[config.mk]
export PLATFORM = sky130hd
export DESIGN_NAME = scc_common_core
export DESIGN_NICKNAME = d
export VERILOG_FILES = /design/src/core/scc_pkg.sv /design/src/core/scc_sync_bit.sv /design/src/core/scc_common_core.sv
export SDC_FILE = /design/constraint.sdc
export NUM_CORES = 1
export LEC_CHECK = 0
export BUFFER_PORTS_ARGS = -buffer_cell sky130_fd_sc_hd__buf_2
export CORE_MARGIN = 8
export CORE_UTILIZATION = 45
export DETAILED_ROUTE_END_ITERATION = 16
export PLACE_DENSITY = 0.68
export RECOVER_POWER = 25
export SLEW_MARGIN = 20
export SYNTH_ARGS = -nofsm -noshare
export SYNTH_HDL_FRONTEND = slang
export SYNTH_HIERARCHICAL = 1
export SYNTH_SLANG_ARGS = --single-unit
[constraint.sdc]
create_clock -name clk -period 2.5 [get_ports clk]
set_input_delay 0.25 -clock clk [delete_from_list [all_inputs] [get_ports clk]]
set_output_delay 0.25 -clock clk [all_outputs]
set_load 0.05 [all_outputs]
[src/core/scc_pkg.sv]
// Package for the serial unit common core: modes, widths, timing figures.
// Assumes a single 25 MHz clock; used as scc_pkg::name, never imported.
package scc_pkg;

    // ========================================================
    // Address comparator modes
    typedef enum logic [1:0] {
        SCC_MATCH_MASK  = 2'h0,     // One address with a mask
        SCC_MATCH_TWO   = 2'h1,     // Two distinct addresses
        SCC_MATCH_RANGE = 2'h2      // Inclusive range, mask is upper end
    } scc_match_t;

    // ========================================================
    // Sync handshake states (Gray order along the path)
    typedef enum logic [1:0] {
        SCC_SYNC_IDLE = 2'b00,      // Nothing pending
        SCC_SYNC_REQ  = 2'b01,      // Toggle sent, waiting for echo
        SCC_SYNC_ACK  = 2'b11       // Echo seen, finishing
    } scc_sync_t;

    // ========================================================
    // Widths and reset values
    localparam int          SCC_ADDR_W      = 8;
    localparam int          SCC_BAUD_W      = 16;
    localparam int          SCC_CPF_W       = 16;
    localparam logic [15:0] SCC_BAUD_RST    = 16'h0000;
    localparam logic [7:0]  SCC_ADDR_RST    = 8'h00;
    localparam logic [7:0]  SCC_SEVEN_MASK  = 8'h7F;

    // ========================================================
    // Baud relation: cycles per frame = base + baud/step
    // Ten-bit frame gives 160 cycles at settings up to 406
    localparam logic [15:0] SCC_CPF_PER_BIT = 16'h0010;
    localparam logic [15:0] SCC_BAUD_STEP   = 16'h0197;  // 407 per step
    localparam int          SCC_CPF_MAX     = 31969;     // Top setting
    localparam logic [15:0] SCC_BAUD_TOP    = 16'hFEB8;  // Top baud value
    localparam logic [15:0] SCC_CPF_RST     = 16'h0000;  // Frame length reset

    // ========================================================
    // Synchroniser depth
    localparam int          SCC_SYNC_STAGES = 2;

endpackage

[src/core/scc_sync_bit.sv]
// Two-flop level synchroniser, parameterised width.
// Assumes the input is a level from another domain, held long enough.
`timescale 1ns/10ps
`default_nettype none

module scc_sync_bit #(
    parameter int W = 1
) (
    // Clock and reset
    input  wire logic         clk,
    input  wire logic         rstSyncB,
    // Data
    input  wire logic [W-1:0] async_in,
    output var  logic [W-1:0] sync_out
);

    // ========================================================
    // Stages
    logic [W-1:0] meta;             // First stage, read only by sync_out

    // Register both stages; reset to zero
    always_ff @(posedge clk or negedge rstSyncB) begin
        if (!rstSyncB) begin
            meta     <= '0;
            sync_out <= '0;
        end else begin
            meta     <= async_in;
            sync_out <= meta;
        end
    end

endmodule

`default_nettype wire

[src/core/scc_common_core.sv]
// Common core of the serial unit: reset, debug halt, write lock,
// cross-domain config sync, baud-to-frame-length relation, address match.
// Assumes rst_b is async; core-domain handshake echoes the sync toggle.
`timescale 1ns/10ps
`default_nettype none

// Operation
// - Master mode needs core generic clock running.
// - Slow clock only for selected functions.
// - Cross-domain writes go through a synchroniser.
// - DMA request lines driven; controller preconfigured.
// - One interrupt line; controller preconfigured.
// - Runs in debug halt unless told halt.
// - Lockable writes, except flags, status, data.
// - Debugger writes bypass the lock.
// - Frame length counts data, start, stop.
// - Settings 0 to 406 give 160 cycles.
// - Three match modes, seven or eight bits.
// - Mask bits excluded from address comparison.
// - Zero mask exact, all-ones accepts all.
// - Two-address mode matches either value.
module scc_common_core #(
    parameter int ADDR_W = scc_pkg::SCC_ADDR_W,
    parameter int BAUD_W = scc_pkg::SCC_BAUD_W
) (
    // Clock and reset
    input  wire logic              clk,
    input  wire logic              rst_b,
    // Clock presence
    input  wire logic              coreClkOn,     // Core generic clock runs
    input  wire logic              slowClkOn,     // Slow generic clock runs
    input  wire logic              masterMode,    // Unit acts as bus master
    input  wire logic              slowNeeded,    // Mode uses slow clock
    // Debug
    input  wire logic              cpuHalted,     // Processor in debug halt
    input  wire logic              dbgRunStop,    // Halt while debugging
    // Register write port
    input  wire logic              wrEn,          // Write strobe
    input  wire logic              wrFromDebug,   // Write from debugger
    input  wire logic              wrProtected,   // Register lockable
    input  wire logic              lockOn,        // Access guard lock set
    input  wire logic              wrBaud,        // Target: baud setting
    input  wire logic              wrAddr,        // Target: match config
    input  wire logic [15:0]       wrData,        // Write data
    output var  logic              wrRefused,     // Write blocked pulse
    // Sync echo from core clock domain
    input  wire logic              syncEcho,      // Toggle echoed back
    output var  logic              syncToggle,    // Toggle toward core
    output var  logic              syncBusy,      // Sync in progress
    // Frame format
    input  wire logic [3:0]        dataBits,      // Data bits per frame
    input  wire logic [1:0]        framingBits,   // Start + first stop
    output var  logic [15:0]       cyclesPerFrame,// Reference cycles
    // Address match
    input  wire scc_pkg::scc_match_t matchMode,
    input  wire logic              sevenBit,      // 7-bit comparison
    input  wire logic              addrValid,     // Received address
    input  wire logic [ADDR_W-1:0] rxAddr,
    output var  logic              addrMatch,     // Registered result
    // Events toward the system
    input  wire logic              dmaRxEvt,
    input  wire logic              dmaTxEvt,
    input  wire logic              irqEvt,
    output var  logic              dmaRxReq,
    output var  logic              dmaTxReq,
    output var  logic              irqReq,
    // Status
    output var  logic              running,       // Core may operate
    output var  logic [BAUD_W-1:0] baudValue,     // Active baud setting
    output var  logic [ADDR_W-1:0] matchAddr,
    output var  logic [ADDR_W-1:0] matchMask
);

    // ========================================================
    // Reset release
    logic [1:0] rstPipe;            // Two-flop release
    logic       rstSyncB;           // Synchronised reset

    // Async assert, sync release
    always_ff @(posedge clk or negedge rst_b) begin
        if (!rst_b) begin
            rstPipe <= 2'b00;
        end else begin
            rstPipe <= {rstPipe[0], 1'b1};
        end
    end
    assign rstSyncB = rstPipe[1];

    // ========================================================
    // Run permission
    logic clkOk;                    // Required clocks present
    logic debugHold;                // Frozen by debug halt

    // Master needs core clock; slow clock only when mode uses it
    always_comb begin
        clkOk = 1'b1;
        if (masterMode && !coreClkOn) begin
            clkOk = 1'b0;
        end
        if (slowNeeded && !slowClkOn) begin
            clkOk = 1'b0;
        end
        // Clocks are assumed set up by software beforehand
        debugHold = cpuHalted && dbgRunStop;
    end
    assign running = clkOk && !debugHold;

    // ========================================================
    // Write acceptance
    logic wrOk;                     // Write goes through

    // Guard blocks protected writes unless from debugger
    always_comb begin
        wrOk      = wrEn;
        wrRefused = 1'b0;
        if (wrEn && wrProtected && lockOn && !wrFromDebug) begin
            wrOk      = 1'b0;
            wrRefused = 1'b1;
        end
    end

    // ========================================================
    // Config shadow and synchroniser handshake
    scc_pkg::scc_sync_t syncState;
    scc_pkg::scc_sync_t next_syncState;
    logic [BAUD_W-1:0]  shadowBaud;
    logic [BAUD_W-1:0]  next_shadowBaud;
    logic [ADDR_W-1:0]  shadowAddr;
    logic [ADDR_W-1:0]  next_shadowAddr;
    logic [ADDR_W-1:0]  shadowMask;
    logic [ADDR_W-1:0]  next_shadowMask;
    logic               next_syncToggle;
    logic               echoSync;   // Echo after two flops
    logic [BAUD_W-1:0]  next_baudValue;
    logic [ADDR_W-1:0]  next_matchAddr;
    logic [ADDR_W-1:0]  next_matchMask;

    // Echo crosses back through two flops
    scc_sync_bit #(.W(1)) u_echo (
        .clk      (clk),
        .rstSyncB (rstSyncB),
        .async_in (syncEcho),
        .sync_out (echoSync)
    );

    // Writes land in shadow; a new write while busy is ignored
    // (trade-off: no queue, software polls busy before writing)
    always_comb begin
        next_syncState  = syncState;
        next_shadowBaud = shadowBaud;
        next_shadowAddr = shadowAddr;
        next_shadowMask = shadowMask;
        next_syncToggle = syncToggle;
        next_baudValue  = baudValue;
        next_matchAddr  = matchAddr;
        next_matchMask  = matchMask;
        case (syncState)
            scc_pkg::SCC_SYNC_IDLE: begin
                if (wrOk && (wrBaud || wrAddr)) begin
                    if (wrBaud) begin
                        next_shadowBaud = wrData[BAUD_W-1:0];
                    end else begin
                        next_shadowAddr = wrData[ADDR_W-1:0];
                        next_shadowMask = wrData[15:8];
                    end
                    next_syncToggle = ~syncToggle;
                    next_syncState  = scc_pkg::SCC_SYNC_REQ;
                end
            end
            scc_pkg::SCC_SYNC_REQ: begin
                if (echoSync == syncToggle) begin
                    next_baudValue = shadowBaud;
                    next_matchAddr = shadowAddr;
                    next_matchMask = shadowMask;
                    next_syncState = scc_pkg::SCC_SYNC_ACK;
                end
            end
            scc_pkg::SCC_SYNC_ACK: next_syncState = scc_pkg::SCC_SYNC_IDLE;
            default:               next_syncState = scc_pkg::SCC_SYNC_IDLE;
        endcase
    end

    // Register sync state and config
    always_ff @(posedge clk or negedge rstSyncB) begin
        if (!rstSyncB) begin
            syncState  <= scc_pkg::SCC_SYNC_IDLE;
            shadowBaud <= scc_pkg::SCC_BAUD_RST;
            shadowAddr <= scc_pkg::SCC_ADDR_RST;
            shadowMask <= scc_pkg::SCC_ADDR_RST;
            syncToggle <= 1'b0;
            baudValue  <= scc_pkg::SCC_BAUD_RST;
            matchAddr  <= scc_pkg::SCC_ADDR_RST;
            matchMask  <= scc_pkg::SCC_ADDR_RST;
        end else begin
            syncState  <= next_syncState;
            shadowBaud <= next_shadowBaud;
            shadowAddr <= next_shadowAddr;
            shadowMask <= next_shadowMask;
            syncToggle <= next_syncToggle;
            baudValue  <= next_baudValue;
            matchAddr  <= next_matchAddr;
            matchMask  <= next_matchMask;
        end
    end

    // Busy until one cycle after the value is active
    assign syncBusy = (syncState != scc_pkg::SCC_SYNC_IDLE);

    // ========================================================
    // Baud relation
    logic [15:0] next_cpf;
    logic [15:0] frameLen;          // Data + start + first stop

    // Base is frame length times sixteen, plus one per step
    always_comb begin
        frameLen = 16'({12'h000, dataBits}) + 16'({14'h0000, framingBits});
        next_cpf = 16'(frameLen * scc_pkg::SCC_CPF_PER_BIT)
                 + 16'(baudValue / scc_pkg::SCC_BAUD_STEP);
        // Linear form is exact at the low end only
        if (baudValue == scc_pkg::SCC_BAUD_TOP) begin
            next_cpf = 16'(scc_pkg::SCC_CPF_MAX);
        end
    end

    // Registered output
    always_ff @(posedge clk or negedge rstSyncB) begin
        if (!rstSyncB) begin
            cyclesPerFrame <= scc_pkg::SCC_CPF_RST;
        end else begin
            cyclesPerFrame <= next_cpf;
        end
    end

    // ========================================================
    // Address comparator
    logic next_addrMatch;

    // Decode a match for given mode and width
    function automatic logic scc_cmp(
        input scc_pkg::scc_match_t mode,
        input logic [7:0]          a,
        input logic [7:0]          ref0,
        input logic [7:0]          ref1,
        input logic [7:0]          wmask
    );
        logic r;
        r = 1'b0;
        case (mode)
            scc_pkg::SCC_MATCH_MASK:
                r = (((a ^ ref0) & ~ref1) & wmask) == 8'h00;
            scc_pkg::SCC_MATCH_TWO:  r = ((a & wmask) == (ref0 & wmask))
                         || ((a & wmask) == (ref1 & wmask));
            scc_pkg::SCC_MATCH_RANGE: r = ((a & wmask) >= (ref0 & wmask))
                         && ((a & wmask) <= (ref1 & wmask));
            default: r = 1'b0;
        endcase
        return r;
    endfunction

    // Evaluate only when the core may run
    always_comb begin
        next_addrMatch = addrMatch;
        if (addrValid && running) begin
            next_addrMatch = scc_cmp(matchMode, 8'(rxAddr), 8'(matchAddr),
                8'(matchMask), sevenBit ? scc_pkg::SCC_SEVEN_MASK : 8'hFF);
        end
    end

    // ========================================================
    // Event requests
    logic next_dmaRx, next_dmaTx, next_irq;    // Gated event copies

    // Gate events with run permission
    always_comb begin
        next_dmaRx = dmaRxEvt && running;
        next_dmaTx = dmaTxEvt && running;
        next_irq   = irqEvt && running;
    end

    // Register results
    always_ff @(posedge clk or negedge rstSyncB) begin
        if (!rstSyncB) begin
            addrMatch <= 1'b0;
            dmaRxReq  <= 1'b0;
            dmaTxReq  <= 1'b0;
            irqReq    <= 1'b0;
        end else begin
            addrMatch <= next_addrMatch;
            dmaRxReq  <= next_dmaRx;
            dmaTxReq  <= next_dmaTx;
            irqReq    <= next_irq;
        end
    end

endmodule

`default_nettype wire

Yosys cells after proc, flatten, opt, wreduce, memory -nomap -nowiden

Cells that the tools add are included.

Muxes and demuxes: 10
Divide/modulo/power cells: 1
Bitwise operators: 9
Eq/ne operators: 9
Add/subtract/negate cells: 2
$lt $le $gt $ge: 2
Reduce and logical (&&, ||, !) cells: 28

Operator list:

| kind                                                                   | count |
|---|---|
| 8-bit AND                                                              | 5 |
| 9-bit by 16-bit adder with 16-bit output                               | 1 |
| 16-bit by 9-bit divider with 16-bit output (second input constant)     | 1 |
| 16-bit equality test (second input constant)                           | 1 |
| 8-bit equality test                                                    | 2 |
| 16-bit 2-to-1 mux                                                      | 1 |
| 1-bit logical AND                                                      | 13 |
| 8-bit >= comparator                                                    | 1 |
| 8-bit less-or-equal comparator                                         | 1 |
| 8-bit zero test                                                        | 1 |
| 8-bit 2-to-1 mux                                                       | 1 |
| 8-bit inverter                                                         | 1 |
| 8-bit XOR                                                              | 1 |
| 2-bit AND reduction                                                    | 3 |
| 3-bit AND reduction                                                    | 2 |
| 4-bit by 2-bit adder with 5-bit output                                 | 1 |
| 2-bit by 1-bit equality test with 1-bit output (second input constant) | 2 |
| 1-bit zero test                                                        | 4 |
| 2-bit zero test                                                        | 2 |
| 1-bit 2-to-1 mux                                                       | 4 |
| 2-bit 2-to-1 mux                                                       | 2 |
| 2-bit inequality test (second input constant)                          | 2 |
| 2-bit case mux with 2 select lines                                     | 1 |
| 1-bit case mux with 3 select lines                                     | 1 |
| other kinds (5)                                                        | 7 |

Output and inout port bits: 56
Input bits: 52
Logic and storage cells: 77
Flip-flop bits (word level): 91

Longest topological paths before layout

Depth in word-level cells: 7
Depth in mapped cells: 31
Mapped depth without buffers: 29

By module

Netlist, hierarchy kept.

Modules (own cells, without submodules):

| module          | area each (um^2) | cells an instance | instances | seq. area each (um^2) |
|---|---|---|---|---|
| scc_common_core | 6786.5           | 751               | 1         | 2102.0 |
| scc_sync_bit    | 50.0             | 2                 | 1         | 50.0 |

Worst setup path before layout

No wires, ideal clock.

Path type: register to register
Start: register baudValue[7]
End: register cyclesPerFrame[0]
Path buffers: 1
Clock period less this slack: 7058 ps
Cell stages (with the launch flop): 29
Required time: 2372 ps
Setup time: 128 ps
Arrival: 6931 ps
Path slack: -4558 ps
Cells stage by stage: dfrtp_1 buf_2 a31oi_1 mux2i_1 o22ai_2 o21ai_2 mux2_4 or3_4 or3_4 o211a_4 nor4_4 o21ai_2 o311a_4 and4_1 or3_1 o221a_2 o41a_4 xnor2_1 ha_1 nand2_1 nor2_1 o21ai_0 nand3_1 a31o_2 o311a_1 a211oi_1 a21oi_1 o32ai_1 o21ai_1

Longest elaborated chain between the ends: 3
Elaborated cells between the ends (all ways): 4
Those cells by class: 1 x add/sub; 1 x div; 1 x eq/ne; 1 x mux

RTL lines:

| what                                       | RTL line               | source |
|---|---|---|
| start: declaration                         | scc_common_core.sv:69  | `output var logic [BAUD_W-1:0] baudValue,` |
| start signal: assignment                   | scc_common_core.sv:191 | `baudValue <= scc_pkg::SCC_BAUD_RST;` |
| start signal: assignment                   | scc_common_core.sv:200 | `baudValue <= next_baudValue;` |
| 16-bit by 9-bit divider with 16-bit output | scc_common_core.sv:218 | `+ 16'(baudValue / scc_pkg::SCC_BAUD_STEP);` |
| 9-bit by 16-bit adder with 16-bit output   | scc_common_core.sv:218 |  |
| 16-bit 2-to-1 mux (*)                      | scc_common_core.sv:220 | `if (baudValue == scc_pkg::SCC_BAUD_TOP) begin` |
| via next_cpf[0]                            | scc_common_core.sv:211 | `logic [15:0] next_cpf;` |
| end signal: assignment                     | scc_common_core.sv:228 | `cyclesPerFrame <= scc_pkg::SCC_CPF_RST;` |
| end signal: assignment                     | scc_common_core.sv:230 | `cyclesPerFrame <= next_cpf;` |
| end: declaration                           | scc_common_core.sv:53  | `output var logic [15:0] cyclesPerFrame,` |

The timed path passes the listed nets; every way through them passes the cells marked *.
A chain may end at the register's enable or synchronous reset.

Worst setup path in the final report

Start: register baudValue[9]
End: register cyclesPerFrame[0]

The elaborated chain is that of the path after synthesis.

==> results by group <==
GRT
  • Antenna violations before repair: 0
  • Largest net degree at the start of global routing: 56
  • Global-route usage over all layers: 0.231
  • First-pass GRT wire length: between 30 and 40 mm
  • GRT Residual Overflow: 0
  • Vias in the first global route: between 7000 and 8000

Status
  • Failing checks: setup timing
  • Outcome: finished, violations left

CTS
  • Clock buffer depth: 2
  • Clock buffer count from CTS: 9
  • Clk root buf: clkbuf_16
  • H-tree Lvls: 3
  • Clock sink count: 86
  • CTS clock-pin slew for the worst setup and hold paths: 0.07 ns
  • Skew-Pair Late Insertion Delay: approximately 0.34 ns
  • CTS tree: yes

Synth
  • Synth Register Bits: 86
  • Synthesized cell area: roughly 7000 um^2
  • FFs w/ async S/R, synth: 1.00
  • Yosys cell types: 103
  • Top FF cell, synth: dfrtp_1
  • Seq/Total Area, Yosys: 0.315
  • Post-Syn Instances: between 700 and 800
  • Mean area per synthesized cell: 9.08 um^2
  • Syn nets: 830
  • Ys Warns: 6
  • EDFF count, synth: 0

Detailed routing
  • Post-DR wirelength/cell: approximately 18 um
  • DRC: 0
  • Number of routed nets with antenna violations: 0
  • Routed WL: around 23 mm
  • Initial DRC count: between 300 and 400
  • DR vias/cell: 5.77
  • TritonRoute pass-1 iters: 5
  • Vias: ~7500

Timing
  • Final period utilization: 2.78
  • Final setup vio count: 10
  • Final Max Slew Viols: 0
  • Final hold vios: 0
  • TNS Setup: -26.04 ns
  • Slew margin rel.: 0.199
  • Worst Tran Pin Value: about 1.2 ns
  • Period minus WS final: slightly below 7 ns
  • Setup WS post-layout: -4.45 ns
  • FMAX: ~140 MHz
  • Unrepaired setup endpoints after global routing: yes
  • Clk_skew: around 0.011 ns

Finish
  • Nets: 1190
  • Share of layout cells above drive strength 1: 0.517
  • Layout area overhead: 52.6%
  • Final core occ: 0.694
  • Antenna cells: 0

Floorplan
  • # IOs: roughly 110
  • Die X: approximately 140 um
  • Die Span Y: ~140 um
  • Core Region: approximately 15000 um^2
  • Rows: 45
  • Die area: between 15000 and 20000 um^2
  • Initial core utilization: 0.455

Placement
  • IO buf count: ~110
  • Final HPWL DP: around 17 mm
  • GPL Wtd Cong: between 0.9 and 1

Worst setup path
  • Worst path slowest cell: o41a_4
  • Worst Setup End Kind: flop
  • Critical path type: flop to flop
  • Worst Setup SP: baudValue[9]$_DFFE_PN0P_
  • Worst setup SP type: flop
  • Most used cell, CP: buf_6
  • Crit path required time: 2.75 ns
  • Critical R2R Launch: baudValue[9]$_DFFE_PN0P_
  • Crit path DAT: between 7 and 8 ns
  • R2R Setup Slk: -4.45 ns
  • Worst-case reg-to-reg path depth: 30
  • R2R Path End: cyclesPerFrame[0]$_DFF_PN0_
  • CP Capture Point: cyclesPerFrame[0]$_DFF_PN0_
  • CP max stage delay: 0.53 ns
  • Worst-path maximum fanout: 5

Job
  • Max Cap Viol: 0

Worst hold path
  • Worst Hold Class: input port to flop
[layer usage]
metal,wire length (um),track usage
met1,9610,0.277
met2,11700,0.404
met3,1290,0.0404
met4,692,0.0895
met5,0,0
[what timing repair did]
action | 4_1_cts | 5_1_grt
pin swaps | 32 | 25
endpoints found under the hold margin | 2 | 0
cloned | 1 | 0
gates resized for setup | 79 | 35
setup endpoints to repair | 10 | 11
buffers inserted | 43 | 19
hold buffers | 1 | 0
[cell type report]
cell class,instances,area [um^2]
flip-flops and latches,86,2160
clock inverters,6,93.8
inverters,37,146
clock buffers,10,229
well taps,188,235
multi-input cells,596,4860
repair buffers,383,2710
fillers,1085,4600
[per-stage QoR]
stage / instance area (um^2) / hold WS [ns] / cells / setup WS, ns
after detailed placement: 9140 / 0.0373 / 1230 / -4.28
after global routing: 10400 / 0.00436 / 1306 / -4.74
after CTS: 10200 / 0.00526 / 1290 / -4.05
after floorplan: 6910 / -0.0456 / 753 / -4.18
final: 10400 / 0.0192 / 1306 / -4.45
after global placement: 9140 / 0.0351 / 1230 / -4.16
[placed cells by master (no fill, tap or decap), types with 5 or more instances in the layout]
cell,instances
a21o_1,6
a21oi_1,29
a21oi_2,7
a31oi_1,10
and2_1,5
and3_1,6
buf_2,106
buf_4,257
buf_6,15
clkbuf_16,9
dfrtp_1,76
dfrtp_2,10
ha_1,21
inv_1,31
mux2_2,52
nand2_1,59
nand2b_1,8
nand3_1,15
nand4_1,14
nor2_1,45
nor2_2,6
nor2b_1,5
nor3_1,16
nor4_1,5
o211ai_1,11
o21a_1,10
o21ai_0,45
o21ai_1,7
o21ai_2,6
o22ai_1,6
o31a_1,5
o31ai_1,7
or2_2,5
xnor2_1,17
xor2_1,8
[synth_stat cells (all sizes together) (10+ instances only)]
| cell type | number | area (um^2) |
|---|---|---|
| dfrtp | 86 | 2150 |
| nand2 | 62 | 235 |
| o21ai | 61 | 317 |
| mux2 | 54 | 612 |
| nor2 | 52 | 200 |
| a21oi | 38 | 201 |
| inv | 36 | 135 |
| ha | 23 | 288 |
| nor3 | 21 | 120 |
| buf | 19 | 125 |
| nand3 | 19 | 100 |
| xnor2 | 18 | 158 |
| a31oi | 15 | 93.8 |
| clkbuf | 15 | 56.3 |
| nand4 | 14 | 87.6 |
| o211ai | 11 | 82.6 |
| o21a | 11 | 82.6 |
| o31ai | 11 | 124 |
| nor4 | 10 | 98.8 |
[cell families (layout without fill, tap and decap cells)]
group,Yosys count,in the layout,synth area share
flip-flops,86,86,0.315
adder cells (fa/ha/maj),26,26,0.0494
buffers and inverters,71,436,0.0468
XOR/XNOR,26,26,0.0333
multiplexers,62,62,0.104
other,2,2,0.00110
AO/OA/AOI/OAI,236,236,0.260
AND/OR/NAND/NOR,244,244,0.191
[state kept, by name, indices dropped and copies added (netlist names), 2 cells and up]
name            count
shadowAddr          8
shadowMask          8
syncState           2
baudValue          16
matchMask           8
matchAddr           8
shadowBaud         16
cyclesPerFrame     11
rstPipe             2
[worst max-delay path, delay by kind of cell, from the launching register on]
family	cells	cell delay [ns]
compound gates	15	3.58
simple gates	7	1.46
buf+inv	5	0.73
fa+ha+maj	2	0.47
flops	1	0.43
xor+xnor	1	0.18
[how the worst min path moves through the flow]
stage               slack (ns)  cells after the start  startpoint                     to
floorplan                -0.05                      0       rst_b   rstPipe[0]$_DFF_PN0_
global placement          0.04                      1       rst_b   rstPipe[0]$_DFF_PN0_
detailed placement        0.04                      1       rst_b   rstPipe[0]$_DFF_PN0_
CTS                      0.005                      1    syncEcho  u_echo/meta$_DFF_PN0_
global route             0.004                      1    syncEcho  u_echo/meta$_DFF_PN0_
finish                    0.02                      1    syncEcho  u_echo/meta$_DFF_PN0_
Power is left out: the tool's default activity adds up to more than one toggle a clock period on the data nets, which glitch-free logic cannot reach.
